File: src/port3_pkg.sv
// constants for the eight-line port with external-bus control functions
package port3_pkg;

    // ------------------------------------------------------------
    // register map: index is the printed offset, byte address = 4x
    // ------------------------------------------------------------
    localparam int          ADDR_W           = 12;
    localparam logic [7:0]  IDX_DATA         = 8'h18;
    localparam logic [7:0]  IDX_DIRECTION    = 8'h1a;
    localparam logic [7:0]  IDX_FUNCTION     = 8'h1b;
    localparam logic [11:0] ADDR_DATA        = {2'h0, IDX_DATA, 2'h0};
    localparam logic [11:0] ADDR_DIRECTION   = {2'h0, IDX_DIRECTION, 2'h0};
    localparam logic [11:0] ADDR_FUNCTION    = {2'h0, IDX_FUNCTION, 2'h0};

    // ------------------------------------------------------------
    // reset values and implemented-bit masks
    // ------------------------------------------------------------
    localparam logic [7:0]  LATCH_RESET      = 8'hff;
    localparam logic [7:0]  STRAP_MASK       = 8'h7c;
    localparam logic [7:0]  DIR_RESET        = 8'h00;
    localparam logic [7:0]  FUNC_RESET       = 8'h00;
    localparam logic [7:0]  DIR_IMPL_MASK    = 8'hfc;
    localparam logic [7:0]  FUNC_IMPL_MASK   = 8'h77;
    localparam logic [7:0]  OUT_ONLY_MASK    = 8'h03;

    // ------------------------------------------------------------
    // line positions of the bus functions
    // ------------------------------------------------------------
    localparam int          LINE_RD          = 0;
    localparam int          LINE_WR          = 1;
    localparam int          LINE_HWR         = 2;
    localparam int          LINE_BUS_REQUEST_IN       = 4;
    localparam int          LINE_BUS_ACKNOWLEDGE_OUT       = 5;
    localparam int          LINE_RW          = 6;
    localparam int          LINE_TOP         = 7;

    // ------------------------------------------------------------
    // timing: strap settle after reset release, in clock cycles
    // ------------------------------------------------------------
    localparam logic [1:0]  STRAP_SETTLE     = 2'h3;

    typedef enum logic [1:0] {
        STRAP_WAIT = 2'b01,
        STRAP_DONE = 2'b10
    } strap_state_e;

endpackage

File: src/port3_gpio.sv
// eight-line port with external-bus control functions, APB slave
// How it works
// - eight lines, each in or out, except lines 0 and 1 only drive
// - direction register picks in (0) or out (1) for lines 2 to 7 only
// - reset sets latch bits 0, 1 and 7 to one
// - reset loads latch bits 2 to 6 from the pull-up strap
// - reset clears implemented direction and function bits
// - after reset lines 0,1 drive high; 2-6 inputs, pull-up per strap
// - after reset line 7 is an input with pull-up on
// - line 0 function drives read strobe only during external access
// - line 1 function drives write strobe only during external access
// - lines 2 and 6 in function mode pull up while bus granted away
// - function bit one selects the bus signal, zero the port
`timescale 1ns/1ns
module port3_gpio (
    input  wire logic                          sys_clk_i,
    input  wire logic                          nrst_i,
    input  wire logic                          psel_i,
    input  wire logic                          penable_i,
    input  wire logic                          pwrite_i,
    input  wire logic [port3_pkg::ADDR_W-1:0]  paddr_i,
    input  wire logic [31:0]                   pwdata_i,
    output logic      [31:0]                   prdata_o,
    output logic                               pready_o,
    output logic                               pslverr_o,
    input  wire logic                          pullup_strap_pin_i,
    input  wire logic [7:0]                    pin_i,
    output logic      [7:0]                    pin_o,
    output logic      [7:0]                    pin_oe_o,
    output logic      [7:0]                    pullup_en_o,
    input  wire logic                          ext_access_i,
    input  wire logic                          rd_strobe_n_i,
    input  wire logic                          wr_strobe_n_i,
    input  wire logic                          high_byte_write_strobe_n_i,
    input  wire logic                          bus_acknowledge_n_i,
    input  wire logic                          rw_dir_i,
    output logic                               bus_request_in_n_o
);
    import port3_pkg::*;

    // ------------------------------------------------------------
    // reset release
    // ------------------------------------------------------------
    logic       rst_meta_n;
    logic       rst_n;

    always_ff @(posedge sys_clk_i or negedge nrst_i) begin
        if (!nrst_i) begin
            rst_meta_n <= 1'b0;
            rst_n      <= 1'b0;
        end else begin
            rst_meta_n <= 1'b1;
            rst_n      <= rst_meta_n;
        end
    end

    // ------------------------------------------------------------
    // pin and strap synchronisers
    // ------------------------------------------------------------
    logic [7:0] pin_s1;
    logic [7:0] pin_s2;
    logic [7:0] pin_s3;
    logic [7:0] pin_level;
    logic       strap_s1;
    logic       strap_s2;
    logic       strap_s3;
    wire  [7:0] pin_agree = ~(pin_s2 ^ pin_s3);

    always_ff @(posedge sys_clk_i or negedge rst_n) begin
        if (!rst_n) begin
            pin_s1    <= 8'h00;
            pin_s2    <= 8'h00;
            pin_s3    <= 8'h00;
            pin_level <= 8'h00;
            strap_s1  <= 1'b0;
            strap_s2  <= 1'b0;
            strap_s3  <= 1'b0;
        end else begin
            pin_s1    <= pin_i;
            pin_s2    <= pin_s1;
            pin_s3    <= pin_s2;
            pin_level <= (pin_agree & pin_s3) | (~pin_agree & pin_level);
            strap_s1  <= pullup_strap_pin_i;
            strap_s2  <= strap_s1;
            strap_s3  <= strap_s2;
        end
    end

    // ------------------------------------------------------------
    // strap capture after reset release
    // ------------------------------------------------------------
    // the latch cannot take the strap under the async reset, so the
    // strap bits are loaded once the synchroniser has filled and agrees
    strap_state_e strap_state;
    strap_state_e next_strap_state;
    logic [1:0]   settle_cnt;
    wire          settled     = (settle_cnt == STRAP_SETTLE);
    wire          strap_agree = (strap_s2 == strap_s3);
    wire          strap_load  = (strap_state == STRAP_WAIT) && settled
                                && strap_agree;

    always_comb begin
        next_strap_state = strap_state;
        case (strap_state)
            STRAP_WAIT: begin
                if (strap_load) begin
                    next_strap_state = STRAP_DONE;
                end
            end
            STRAP_DONE: begin
                next_strap_state = STRAP_DONE;
            end
            default: begin
                next_strap_state = STRAP_WAIT;
            end
        endcase
    end

    always_ff @(posedge sys_clk_i or negedge rst_n) begin
        if (!rst_n) begin
            strap_state <= STRAP_WAIT;
            settle_cnt  <= 2'h0;
        end else begin
            strap_state <= next_strap_state;
            if (!settled) begin
                settle_cnt <= settle_cnt + 2'h1;
            end
        end
    end

    // ------------------------------------------------------------
    // APB decode
    // ------------------------------------------------------------
    wire        hit_data  = (paddr_i == ADDR_DATA);
    wire        hit_dir   = (paddr_i == ADDR_DIRECTION);
    wire        hit_func  = (paddr_i == ADDR_FUNCTION);
    wire        mapped    = hit_data | hit_dir | hit_func;
    wire        setup     = psel_i & ~penable_i;
    wire        access    = psel_i & penable_i;
    wire        wr_en     = access & pwrite_i & mapped;
    wire        wr_data   = wr_en & hit_data;
    wire        wr_dir    = wr_en & hit_dir;
    wire        wr_func   = wr_en & hit_func;

    // ------------------------------------------------------------
    // port registers
    // ------------------------------------------------------------
    logic [7:0] port_three_data;
    logic [7:0] port_three_direction;
    logic [7:0] port_three_function_select;
    wire  [7:0] strap_bits = {8{strap_s3}} & STRAP_MASK;
    wire  [7:0] latch_strapped = (port_three_data & ~STRAP_MASK)
                                 | strap_bits;

    always_ff @(posedge sys_clk_i or negedge rst_n) begin
        if (!rst_n) begin
            port_three_data <= LATCH_RESET;
        end else if (wr_data) begin
            port_three_data <= pwdata_i[7:0];
        end else if (strap_load) begin
            port_three_data <= latch_strapped;
        end
    end

    always_ff @(posedge sys_clk_i or negedge rst_n) begin
        if (!rst_n) begin
            port_three_direction       <= DIR_RESET;
            port_three_function_select <= FUNC_RESET;
        end else begin
            if (wr_dir) begin
                port_three_direction <= pwdata_i[7:0] & DIR_IMPL_MASK;
            end
            if (wr_func) begin
                port_three_function_select <= pwdata_i[7:0]
                                              & FUNC_IMPL_MASK;
            end
        end
    end

    // ------------------------------------------------------------
    // line steering
    // ------------------------------------------------------------
    wire  [7:0] fsel      = port_three_function_select;
    wire  [7:0] is_out    = port_three_direction | OUT_ONLY_MASK;
    wire        granted   = ~bus_acknowledge_n_i;
    wire        line0_bus = ext_access_i ? rd_strobe_n_i : 1'b1;
    wire        line1_bus = ext_access_i ? wr_strobe_n_i : 1'b1;
    wire        line2_bus = ext_access_i ? high_byte_write_strobe_n_i
                                         : 1'b1;
    wire  [7:0] bus_value = {1'b1, rw_dir_i, bus_acknowledge_n_i, 1'b1,
                             1'b1, line2_bus, line1_bus, line0_bus};
    // lines 2 and 6 let go of the bus while another master owns it
    wire  [7:0] bus_oe    = {1'b0, ~granted, 1'b1, 1'b0,
                             1'b0, ~granted, 1'b1, 1'b1};
    wire  [7:0] bus_pull  = {1'b0, granted, 1'b0, 1'b0,
                             1'b0, granted, 1'b0, 1'b0};
    wire  [7:0] next_pin_o  = (fsel & bus_value)
                              | (~fsel & port_three_data);
    wire  [7:0] next_pin_oe = (fsel & bus_oe) | (~fsel & is_out);
    // an undriven input line pulls up when its latch bit holds one
    wire  [7:0] port_pull   = ~is_out & port_three_data;
    wire  [7:0] next_pull   = (fsel & (bus_pull | (~bus_oe & port_pull)))
                              | (~fsel & port_pull);
    wire  [7:0] read_data   = (is_out & port_three_data)
                              | (~is_out & pin_level);

    always_ff @(posedge sys_clk_i or negedge rst_n) begin
        if (!rst_n) begin
            pin_o       <= LATCH_RESET;
            pin_oe_o    <= OUT_ONLY_MASK;
            pullup_en_o <= LATCH_RESET & ~OUT_ONLY_MASK;
        end else begin
            pin_o       <= next_pin_o;
            pin_oe_o    <= next_pin_oe;
            pullup_en_o <= next_pull;
        end
    end

    // bus request comes in on line 4 once filtered
    always_ff @(posedge sys_clk_i or negedge rst_n) begin
        if (!rst_n) begin
            bus_request_in_n_o <= 1'b1;
        end else begin
            bus_request_in_n_o <= fsel[LINE_BUS_REQUEST_IN] ? pin_level[LINE_BUS_REQUEST_IN]
                                                   : 1'b1;
        end
    end

    // ------------------------------------------------------------
    // APB answer
    // ------------------------------------------------------------
    // read data is taken in the setup cycle so prdata comes from a
    // flop; the control registers are write-only and read as zero
    wire  [31:0] next_prdata = {24'h0, hit_data ? read_data : 8'h00};

    always_ff @(posedge sys_clk_i or negedge rst_n) begin
        if (!rst_n) begin
            prdata_o <= 32'h0;
        end else if (setup) begin
            prdata_o <= next_prdata;
        end
    end

    assign pready_o  = 1'b1;
    assign pslverr_o = access & ~mapped;

    // ------------------------------------------------------------
    // checks
    // ------------------------------------------------------------
    a_outonly_drive: assert property (
        @(posedge sys_clk_i) disable iff (!rst_n)
        (pin_oe_o[1:0] == 2'b11))
        else $error("line 0 or 1 not driving");

    a_dir_write_oe: assert property (
        @(posedge sys_clk_i) disable iff (!rst_n)
        wr_dir && !fsel[3] && !wr_func ##1 !wr_func [*1] |=>
        pin_oe_o[3] == $past(port_three_direction[3]))
        else $error("direction bit did not steer line 3 enable");

    a_latch_reset: assert property (
        @(posedge sys_clk_i)
        $rose(rst_n) |-> (port_three_data[1:0] == 2'b11)
        && port_three_data[LINE_TOP])
        else $error("latch bits 0,1,7 not set after reset");

    a_strap_load: assert property (
        @(posedge sys_clk_i) disable iff (!rst_n)
        strap_load && !wr_data |=>
        port_three_data[6:2] == {5{$past(strap_s3)}})
        else $error("strap not loaded into latch bits 2 to 6");

    a_unimpl_zero: assert property (
        @(posedge sys_clk_i) disable iff (!rst_n)
        (port_three_direction[1:0] == 2'b00) && !fsel[3] && !fsel[7])
        else $error("unimplemented control bit set");

    a_reset_inputs: assert property (
        @(posedge sys_clk_i)
        $rose(rst_n) |-> (pin_oe_o[7:2] == 6'h00)
        && pin_o[1] && pin_o[0])
        else $error("lines wrong right after reset");

    a_top_pullup: assert property (
        @(posedge sys_clk_i) disable iff (!rst_n)
        $rose(rst_n) ##1 1'b1 |-> pullup_en_o[LINE_TOP])
        else $error("line 7 pull-up off after reset");

    a_rd_strobe: assert property (
        @(posedge sys_clk_i) disable iff (!rst_n)
        fsel[LINE_RD] && !ext_access_i && !wr_func |=>
        pin_o[LINE_RD])
        else $error("read strobe outside external access");

    a_wr_strobe: assert property (
        @(posedge sys_clk_i) disable iff (!rst_n)
        fsel[LINE_WR] && ext_access_i && !wr_func |=>
        pin_o[LINE_WR] == $past(wr_strobe_n_i))
        else $error("write strobe not passed during access");

    a_grant_pullup: assert property (
        @(posedge sys_clk_i) disable iff (!rst_n)
        fsel[LINE_RW] && !bus_acknowledge_n_i && !wr_func |=>
        pullup_en_o[LINE_RW] && !pin_oe_o[LINE_RW])
        else $error("line 6 not released with pull-up");

    a_bus_request_in_input: assert property (
        @(posedge sys_clk_i) disable iff (!rst_n)
        fsel[LINE_BUS_REQUEST_IN] && !wr_func |=> !pin_oe_o[LINE_BUS_REQUEST_IN])
        else $error("bus request line driven");

    a_read_value: assert property (
        @(posedge sys_clk_i) disable iff (!rst_n)
        setup && hit_data && !pwrite_i |=>
        prdata_o[1:0] == $past(port_three_data[1:0]))
        else $error("read of output-only lines wrong");

endmodule

File: config.mk
export PLATFORM = sky130hd
export DESIGN_NAME = port3_gpio
export DESIGN_NICKNAME = d
export VERILOG_FILES = /design/src/port3_pkg.sv /design/src/port3_gpio.sv
export SDC_FILE = /design/constraint.sdc
export NUM_CORES = 1
export LEC_CHECK = 0
export ABC_CLOCK_PERIOD_IN_PS = 3300
export BUFFER_PORTS_ARGS = -buffer_cell sky130_fd_sc_hd__buf_2
export CAP_MARGIN = 20
export CORE_MARGIN = 4
export CORE_UTILIZATION = 49
export DETAILED_ROUTE_END_ITERATION = 10
export PLACE_DENSITY = 0.81
export SKIP_CTS_REPAIR_TIMING = 1
export SYNTH_ARGS = -nofsm -noshare
export SYNTH_HDL_FRONTEND = slang
export SYNTH_SLANG_ARGS = --single-unit
File: constraint.sdc
create_clock -name sys_clk_i -period 3.3 [get_ports sys_clk_i]
set_input_delay 0.33 -clock sys_clk_i [delete_from_list [all_inputs] [get_ports sys_clk_i]]
set_output_delay 0.33 -clock sys_clk_i [all_outputs]
set_load 0.05 [all_outputs]
==> impl_metrics.env, run 1 <==
export IMPL_outcome="finished, final reports clean"
export IMPL_layout_drive_gt1_share=0.445
export IMPL_p_total_mw=2.27
export IMPL_p_leak_nw=1.80
export IMPL_grt_pass1_vias=1887
export IMPL_arrival_ns=1.30
export IMPL_hp_class="input pin to flop"
export IMPL_swShare=0.313
export IMPL_place_ws_ns=1.43
export IMPL_max_slew_margin=0.609
export IMPL_worst_slack_ns=1.67
export IMPL_cts_tree="built"
export IMPL_via_per_inst=4.91
export IMPL_path_max_fanout=5
export IMPL_path_class="input pin to primary output"
export IMPL_rows=29
export IMPL_portBuffers=67
export IMPL_timing_hold_ws_ns=0.0884
export IMPL_die_area_um2=8010
export IMPL_ys_async_sr_fraction=1.00
export IMPL_startpoint_type="input pin"
export IMPL_setup_viol=0
export IMPL_synth_top_area_frac=0.446
export IMPL_drc_errors=0
export IMPL_synth_avg_cell_area_um2=14.2
export IMPL_cts_max_level=3
export IMPL_crit_top_cell="buf_2"
export IMPL_initialDrtViolationCount=89
export IMPL_max_clock_path_buffers=2
export IMPL_worstMarginPinSlew_ns=0.586
export IMPL_cts_sinks=82
export IMPL_clk_latency_ns=0.34
export IMPL_synth_seq_cells=82
export IMPL_final_core_util=0.589
export IMPL_yosysTopAreaCell="dfrtp_1"
export IMPL_p_comb_frac=0.208
export IMPL_dr_pass1_iters=6
export IMPL_coreArea_um2=6390
export IMPL_power_internal_mw=1.56
export IMPL_cp_end_kind="primary output"
export IMPL_num_vias=1900
export IMPL_groute_usage_overall=0.150
export IMPL_fmax_ghz=0.615
export IMPL_skew_ns=0.00826
export IMPL_slew_viol_final=0
export IMPL_nets=371
export IMPL_cts_clk_slew_worst_paths_ns=0.08
export IMPL_synth_cells=229
export IMPL_tns_ns=0
export IMPL_avgRoutedWirePerCell_um=14.4
export IMPL_die_height_um=89.5
export IMPL_required_ns=2.97
export IMPL_antenna_found_initial=0
export IMPL_dieWidth_um=89.5
export IMPL_place_congestion=0.775
export IMPL_ios=123
export IMPL_crit_buf_inv=2
export IMPL_netlist_area_um2=3260
export IMPL_finalCriticalPeriod_ns=1.63
export IMPL_vdd_drop_max_mv=0.438
export IMPL_grt_max_degree=81
export IMPL_rsz0062_at_grt="no"
export IMPL_path_delay_family="simple AND/OR/NAND/NOR gates"
export IMPL_synth_edf_count=0
export IMPL_power_density_nw_per_um2=604
export IMPL_num_antenna_cells=0
export IMPL_crit_chain="buf_2, nor4b_4, a31oi_1, buf_2"
export IMPL_hold_violations=0
export IMPL_cap_viol_max_count=0
export IMPL_dp_hpwl_mm=3.95
export IMPL_synth_cell_types=33
export IMPL_slowest_delay_ns=0.47
export IMPL_ant_nets=0
export IMPL_grt_overflow_total=0
export IMPL_seq_power_share=0.527
export IMPL_clkPwrFrac=0.264
export IMPL_root_buffer="clkbuf_8"
export IMPL_synth_area_leaders="dfrtp_1, dfstp_2, mux2_2"
export IMPL_critPathSlowestCell="nor4b_4"
export IMPL_synth_flop_cell="dfrtp_1"
export IMPL_yosysSeqAreaShare=0.640
export IMPL_numCtsBuffers=9
export IMPL_wirelength_mm=5.58
export IMPL_start_util=0.510
export IMPL_switchingPower_uw=710
export IMPL_fin_crit_sh=0.493
export IMPL_area_growth_pct=15.4
export IMPL_yosys_warnings=0
export IMPL_grt_pass1_wl_mm=8.76
## path summary, 6_finish.rpt
path / start / end / slack [ns] / cells past startpoint
worst max register to register: settle_cnt[0] / port_three_data[5] / 1.74 / 4
worst min register to register: rst_n / pin_s2[4] / 0.17 / 0
max in group asynchronous: rst_n / port_three_data[0] / 2.50 / 1
worst max-delay path: paddr_i[9] / pslverr_o / 1.67 / 4
min in group asynchronous: rst_n / pin_s2[4] / 0.17 / 0
worst min-delay path: pin_i[2] / pin_s1[2] / 0.09 / 1
## worst register-to-register path, cell delays in order, from the launching register on
cell     delay [ns]
dfrtp_1        0.41
ha_1           0.27
and4_1         0.27
a211o_1        0.29
mux2_2         0.27
## power groups by stage
stage | Combinational [mW] | Sequential (mW) | Clock [mW]
2_1_floorplan | 0.252 | 1.36 | 0
3_3_place_gp | 0.447 | 1.23 | 0
3_5_place_dp | 0.457 | 1.23 | 0
4_1_cts | 0.457 | 1.21 | 0.620
5_1_grt | 0.513 | 1.21 | 0.665
6_report | 0.473 | 1.20 | 0.600
## placed cells by master, fill, tap and decap left out, types with 6 or more instances in the layout
cell	netlist	routed
mux2_2	25	25
nand2_1	13	13
clkbuf_8	0	9
nor2b_1	6	6
buf_2	0	67
mux2i_1	7	7
maj3_1	6	6
nor2_1	7	7
o31ai_1	6	6
dfstp_2	24	24
dfrtp_1	58	57
conb_1	2	30
## metal layers
metal  part of all wire  vias to the layer above  GRT usage
li1                   -                      885          -
met1               0.42                      931      0.187
met2               0.48                       76      0.235
met3              0.075                        8     0.0461
met4              0.017                        0     0.0812
met5                  0                        -          0
## sequential cells by signal, indices dropped and copies added (netlist names), 6 cells and up, named ones only
| name | cells |
|---|---|
| port_three_direction | 6 |
| port_three_data | 8 |
| pin_oe_o | 6 |
| pullup_en_o | 6 |
| prdata_o | 8 |
| pin_o | 8 |
| pin_s3 | 6 |
| pin_s2 | 6 |
| pin_s1 | 6 |
| fsel | 6 |
## layout make-up
type                    instances  area [um2]
flip-flops and latches         82        2090
well taps                      77        96.3
inverters                       5        18.8
clock buffers                  13         139
clock inverters                 3        17.5
fillers                       525        2630
multi-input cells             138        1030
repair buffers                 69         373
## cell usage after synthesis, types with 2 or more instances
library cell,count
dfrtp_1,58
buf_4,29
mux2_2,25
dfstp_2,24
nand2_1,13
mux2i_1,7
nor2_1,7
maj3_1,6
nor2b_1,6
o31ai_1,6
a211o_1,5
inv_1,5
o21a_1,5
a31oi_1,4
o21ai_0,3
clkbuf_2,2
conb_1,2
ha_1,2
nand2b_1,2
nand4_2,2
nor4b_4,2
or2_2,2
xnor2_1,2
## through the flow
stage	instance area, um2	cells
6_report	3760	387
2_1_floorplan	3360	257
3_5_place_dp	3560	369
3_3_place_gp	3560	369
4_1_cts	3720	385
5_1_grt	3760	387
## cells by family after synthesis
kind of cell               after synthesis  share of synthesized area
and+or+nand+nor                         42                     0.0884
adders and majority gates                8                     0.0261
muxes                                   32                      0.108
AOI/OAI and AO/OA                       24                     0.0534
buffers and inverters                   37                     0.0769
other                                    2                    0.00231
xor gates and xnor gates                 2                    0.00538
DFF                                     82                      0.640
(Power assumes the default switching activity.)
==> run 2, diff against run 1 <==
- ABC_AREA: not set -> 1
- ABC_CLOCK_PERIOD_IN_PS: 3300 -> 1670
- PLACE_DENSITY: 0.81 -> 0.8
- clock period: 3.3 -> 1.67 ns (I/O delays scaled with it)
==> run 2 against run 1 <==
  * Clock power up 150%
  * Sequential share of layout area down 3.1 points
  * Final area up 6.0%
  * Wire length up 17%
  * Critical endpoint is now strap_state[1]
  * Highest routed layer unchanged
==> impl_metrics.env, run 2 <==
export IMPL_yosys_warnings=0
export IMPL_clk_latency_ns=0.35
export IMPL_skew_ns=0.00888
export IMPL_synth_area_leaders="dfrtp_1, dfstp_2, nand2_1"
export IMPL_ant_nets=0
export IMPL_root_buffer="clkbuf_8"
export IMPL_drc_errors=0
export IMPL_path_class="flop to flop"
export IMPL_startpoint_type="flop"
export IMPL_groute_usage_overall=0.166
export IMPL_power_density_nw_per_um2=1180
export IMPL_cp_end_kind="flop"
export IMPL_yosysMostFrequentCell="nand2_1"
export IMPL_critPathSlowestCell="dfstp_2"
export IMPL_numCtsBuffers=9
export IMPL_finalCriticalPeriod_ns=1.43
export IMPL_synth_seq_cells=82
export IMPL_avgRoutedWirePerCell_um=13.4
export IMPL_synth_edf_count=0
export IMPL_yosysSeqAreaShare=0.623
export IMPL_dp_cells=465
export IMPL_switchingPower_mw=1.51
export IMPL_synth_flop_cell="dfrtp_1"
export IMPL_grt_overflow_total=0
export IMPL_synth_common_cells="nand2_1, dfrtp_1, inv_1, buf_4, dfstp_2"
export IMPL_grt_max_degree=36
export IMPL_coreArea_um2=6490
export IMPL_netlist_area_um2=3340
export IMPL_clkPwrFrac=0.312
export IMPL_arrival_ns=1.71
export IMPL_layout_drive_gt1_share=0.311
export IMPL_hold_depth=3
export IMPL_crit_chain="ha_1, nand3_1, nand2_1, nand2_1, o21ai_1"
export IMPL_initialDrtViolationCount=100
export IMPL_tns_ns=0
export IMPL_grt_pass1_vias=2285
export IMPL_cts_sinks=82
export IMPL_dp_hpwl_mm=4.87
export IMPL_area_growth_pct=19.3
export IMPL_num_antenna_cells=0
export IMPL_num_vias=2337
export IMPL_setup_viol=0
export IMPL_required_ns=1.95
export IMPL_max_clock_path_buffers=2
export IMPL_wirelength_mm=6.55
export IMPL_crit_cells=5
export IMPL_via_per_inst=4.78
export IMPL_nets=473
export IMPL_path_delay_family="flip-flops"
export IMPL_p_comb_frac=0.188
export IMPL_crit_top_cell="nand2_1"
export IMPL_ys_async_sr_fraction=1.00
export IMPL_yosysTopAreaCell="dfrtp_1"
export IMPL_cts_clk_slew_worst_paths_ns=0.09
export IMPL_die_area_um2=8200
export IMPL_hold_violations=0
export IMPL_synth_avg_cell_area_um2=10.5
export IMPL_final_common_cell="buf_2"
export IMPL_cts_tree="built"
export IMPL_hp_class="input pin to flop"
export IMPL_cts_max_level=3
export IMPL_synth_top_area_frac=0.434
export IMPL_antenna_found_initial=0
export IMPL_outcome="finished, final reports clean"
export IMPL_reg2reg_depth=5
export IMPL_vdd_drop_max_mv=0.595
export IMPL_layout_common_cells="buf_2, nand2_1, dfrtp_1"
export IMPL_fmax_ghz=0.702
export IMPL_slowest_delay_ns=0.54
export IMPL_final_cells=489
export IMPL_start_util=0.514
export IMPL_synth_cell_types=26
export IMPL_seq_power_share=0.500
export IMPL_p_leak_nw=1.99
export IMPL_swShare=0.319
export IMPL_portBuffers=67
export IMPL_slew_viol_final=0
export IMPL_rsz0062_at_grt="no"
export IMPL_place_congestion=0.821
export IMPL_path_max_fanout=7
export IMPL_power_internal_mw=3.21
export IMPL_rows=29
export IMPL_cap_viol_max_count=0
export IMPL_grt_pass1_wl_mm=10.7
export IMPL_dieWidth_um=90.6
export IMPL_synth_cells=319
export IMPL_fin_crit_sh=0.853
export IMPL_dr_pass1_iters=5
export IMPL_ios=123
export IMPL_die_height_um=90.6
export IMPL_crit_buf_inv=0
export IMPL_reg_top3="pin_o x8, port_three_data x8, prdata_o x8"
run 2: cell count changes after synthesis, moves of 12 or more:
cell,change
nor2_1,+12
mux2_2,-25
nand2_1,+49
inv_1,+31
o21ai_1,+18
nand4_1,+19
run 2: layer usage:
metal | track usage | share of wire | vias up
met5 | 0 | 0 | -
met2 | 0.282 | 0.51 | 79
li1 | - | - | 1139
met4 | 0.0599 | 0.025 | 0
met1 | 0.194 | 0.40 | 1103
met3 | 0.0592 | 0.075 | 16
run 2: area by class of cell:
class                           count  area [um2]
Sequential cell                    82        2090
Fill cell                         544        2510
Clock inverter                      7        82.6
Multi-Input combinational cell    192         968
Tap cell                           77        96.3
Timing Repair Buffer               81         473
Inverter                           41         154
Clock buffer                        9         124
run 2: stage by stage:
step	power (mW)	utilization	area, um2	setup slack, ns	hold WS, ns
5_1_grt	4.96	0.613	3980	0.124	0.00503
2_1_floorplan	3.10	-	3450	0.304	-0.129
3_3_place_gp	3.23	0.569	3700	0.290	-0.0483
4_1_cts	4.75	0.601	3900	0.252	-0.431
3_5_place_dp	3.27	0.569	3700	0.222	-0.0459
6_report	4.71	0.613	3980	0.245	0.0168
run 2: path summary, 6_finish.rpt:
kind | startpoint | to | slack, ns
max | strap_state[0] | strap_state[1] | 0.24
min | pwdata_i[1] | port_three_data[1] | 0.02
max reg2reg | strap_state[0] | strap_state[1] | 0.24
min reg2reg | rst_n | pin_oe_o[3] | 0.26
max in group asynchronous | rst_n | pullup_en_o[2] | 0.79
min in group asynchronous | nrst_i | rst_n | 0.12
run 2: tightest hold or removal path: stages:
cell and delay [ns]:
buf_2 0.11, inv_1 0.04, o21ai_1 0.06
run 2: kinds of logic after synthesis:
kind of cell	Yosys count	share of synthesized area
AO/OA/AOI/OAI	28	0.0457
XOR/XNOR	2	0.00524
adder cells (fa/ha/maj)	8	0.0255
buffers and inverters	73	0.118
flip-flops	82	0.623
multiplexers	1	0.00337
other	2	0.00225
AND/OR/NAND/NOR	123	0.176
run 2: power groups by stage:
stage	combinational, mW	clock (mW)	sequential (mW)
final	0.886	1.47	2.35
after global routing	0.978	1.60	2.38
after CTS	0.876	1.51	2.36
after detailed placement	0.869	0	2.40
after global placement	0.840	0	2.39
after floorplan	0.515	0	2.59
==> run 3, diff against run 2 <==
- CORE_ASPECT_RATIO: not set -> 0.8
==> run 3 against run 2 <==
  * Final area down 0.69%
  * First-iteration DRC count rose by 49%
  * Combinational power up 2%
  * Die area barely moved
  * Critical path depth unchanged
  * Sequential cell count unchanged
  * Highest routed layer unchanged
  * Register-to-register slack better by 0.06 ns
  * Clock power down 7%
==> impl_metrics.env, run 3 (synthesis gave the netlist of run 2 again) <==
export IMPL_max_clock_path_buffers=2
export IMPL_grt_max_degree=81
export IMPL_cp_end_kind="flop"
export IMPL_dieWidth_um=100
export IMPL_die_height_um=81.9
export IMPL_power_internal_mw=3.18
export IMPL_dp_hpwl_mm=4.74
export IMPL_p_leak_nw=1.97
export IMPL_cts_clk_slew_worst_paths_ns=0.08
export IMPL_hp_class="input pin to flop"
export IMPL_hold_violations=0
export IMPL_finalCriticalPeriod_ns=1.37
export IMPL_cts_tree="built"
export IMPL_slew_viol_final=0
export IMPL_clkPwrFrac=0.296
export IMPL_p_comb_frac=0.195
export IMPL_r2r_slack_ns=0.30
export IMPL_num_antenna_cells=0
export IMPL_nets=471
export IMPL_initialDrtViolationCount=149
export IMPL_coreArea_um2=6510
export IMPL_arrival_ns=1.65
export IMPL_area_growth_pct=18.4
export IMPL_path_max_fanout=7
export IMPL_switchingPower_mw=1.44
export IMPL_tns_ns=0
export IMPL_ant_nets=0
export IMPL_rsz0062_at_grt="no"
export IMPL_stdcell_area_um2=3960
export IMPL_layout_common_cells="buf_2, nand2_1, dfrtp_1"
export IMPL_layout_drive_gt1_share=0.302
export IMPL_vdd_drop_max_mv=0.611
export IMPL_power_density_nw_per_um2=1170
export IMPL_num_vias=2319
export IMPL_antenna_found_initial=0
export IMPL_setup_viol=0
export IMPL_grt_overflow_total=0
export IMPL_dr_pass1_iters=4
export IMPL_fmax_ghz=0.730
export IMPL_timing_hold_ws_ns=0.0373
export IMPL_p_total_mw=4.62
export IMPL_skew_ns=0.00732
export IMPL_startpoint_type="flop"
export IMPL_cts_max_level=3
export IMPL_fin_crit_sh=0.820
export IMPL_rows=26
export IMPL_seq_power_share=0.509
export IMPL_portBuffers=67
export IMPL_path_class="flop to flop"
export IMPL_dpl_cell_area_um2=3690
export IMPL_cap_viol_max_count=0
export IMPL_start_util=0.513
export IMPL_numCtsBuffers=9
export IMPL_final_common_cell="buf_2"
export IMPL_grt_pass1_vias=2217
export IMPL_drc_errors=0
export IMPL_swShare=0.311
export IMPL_reg_top3="pin_o x8, port_three_data x8, prdata_o x8"
export IMPL_via_per_inst=4.69
export IMPL_grt_pass1_wl_mm=10.6
export IMPL_root_buffer="clkbuf_8"
export IMPL_cts_sinks=82
export IMPL_groute_usage_overall=0.171
export IMPL_avgRoutedWirePerCell_um=13.3
export IMPL_ios=123
export IMPL_clk_latency_ns=0.35
export IMPL_die_area_um2=8210
export IMPL_wirelength_mm=6.55
export IMPL_outcome="finished, final reports clean"
export IMPL_required_ns=1.95
export IMPL_place_congestion=0.871
-- run 3: power by group through the flow --
stage	combinational (mW)	sequential [mW]	clock [mW]
finish	0.901	2.35	1.37
global route	1.00	2.37	1.52
CTS	0.895	2.35	1.41
detailed placement	0.891	2.39	0
global placement	0.851	2.38	0
floorplan	0.515	2.59	0
-- run 3: area by class of cell --
cell class                      count  area [um2]
Multi-Input combinational cell    192         968
Sequential cell                    82        2080
Inverter                           41         154
Clock inverter                      5        56.3
Tap cell                           84         105
Fill cell                         554        2550
Timing Repair Buffer               79         458
Clock buffer                       11         131
-- run 3: path summary, 6_finish.rpt --
| check | from | to | cells after the start |
|---|---|---|---|
| hold reg to reg | rst_n | pin_s2[3] | 1 |
| min in group asynchronous | nrst_i | rst_n | 2 |
| setup / recovery | strap_state[0] | strap_state[1] | 5 |
| setup reg to reg | strap_state[0] | strap_state[1] | 5 |
| max in group asynchronous | rst_n | port_three_data[1] | 1 |
| hold / removal | pwdata_i[0] | port_three_data[0] | 3 |
-- run 3: worst max-delay path, cell delays in order (launching register included) --
cell	delay [ns]
dfstp_2	0.54
ha_1	0.20
nand3_1	0.24
nand2_1	0.19
nand2_1	0.06
o21ai_1	0.07
-- run 3: through the flow --
stage                      util  worst slack, ns  cells
final                     0.608            0.301    494
after global routing      0.608            0.160    494
after CTS                 0.596            0.305    486
after detailed placement  0.567            0.264    470
after global placement    0.567            0.331    470
after floorplan               -            0.304    347
-- run 3: layer usage --
metal,up-vias,global-route usage,part of all wire
met4,0,0.0485,0.0081
li1,1136,-,-
met2,78,0.281,0.50
met5,-,0,0
met1,1101,0.204,0.41
met3,4,0.0806,0.079
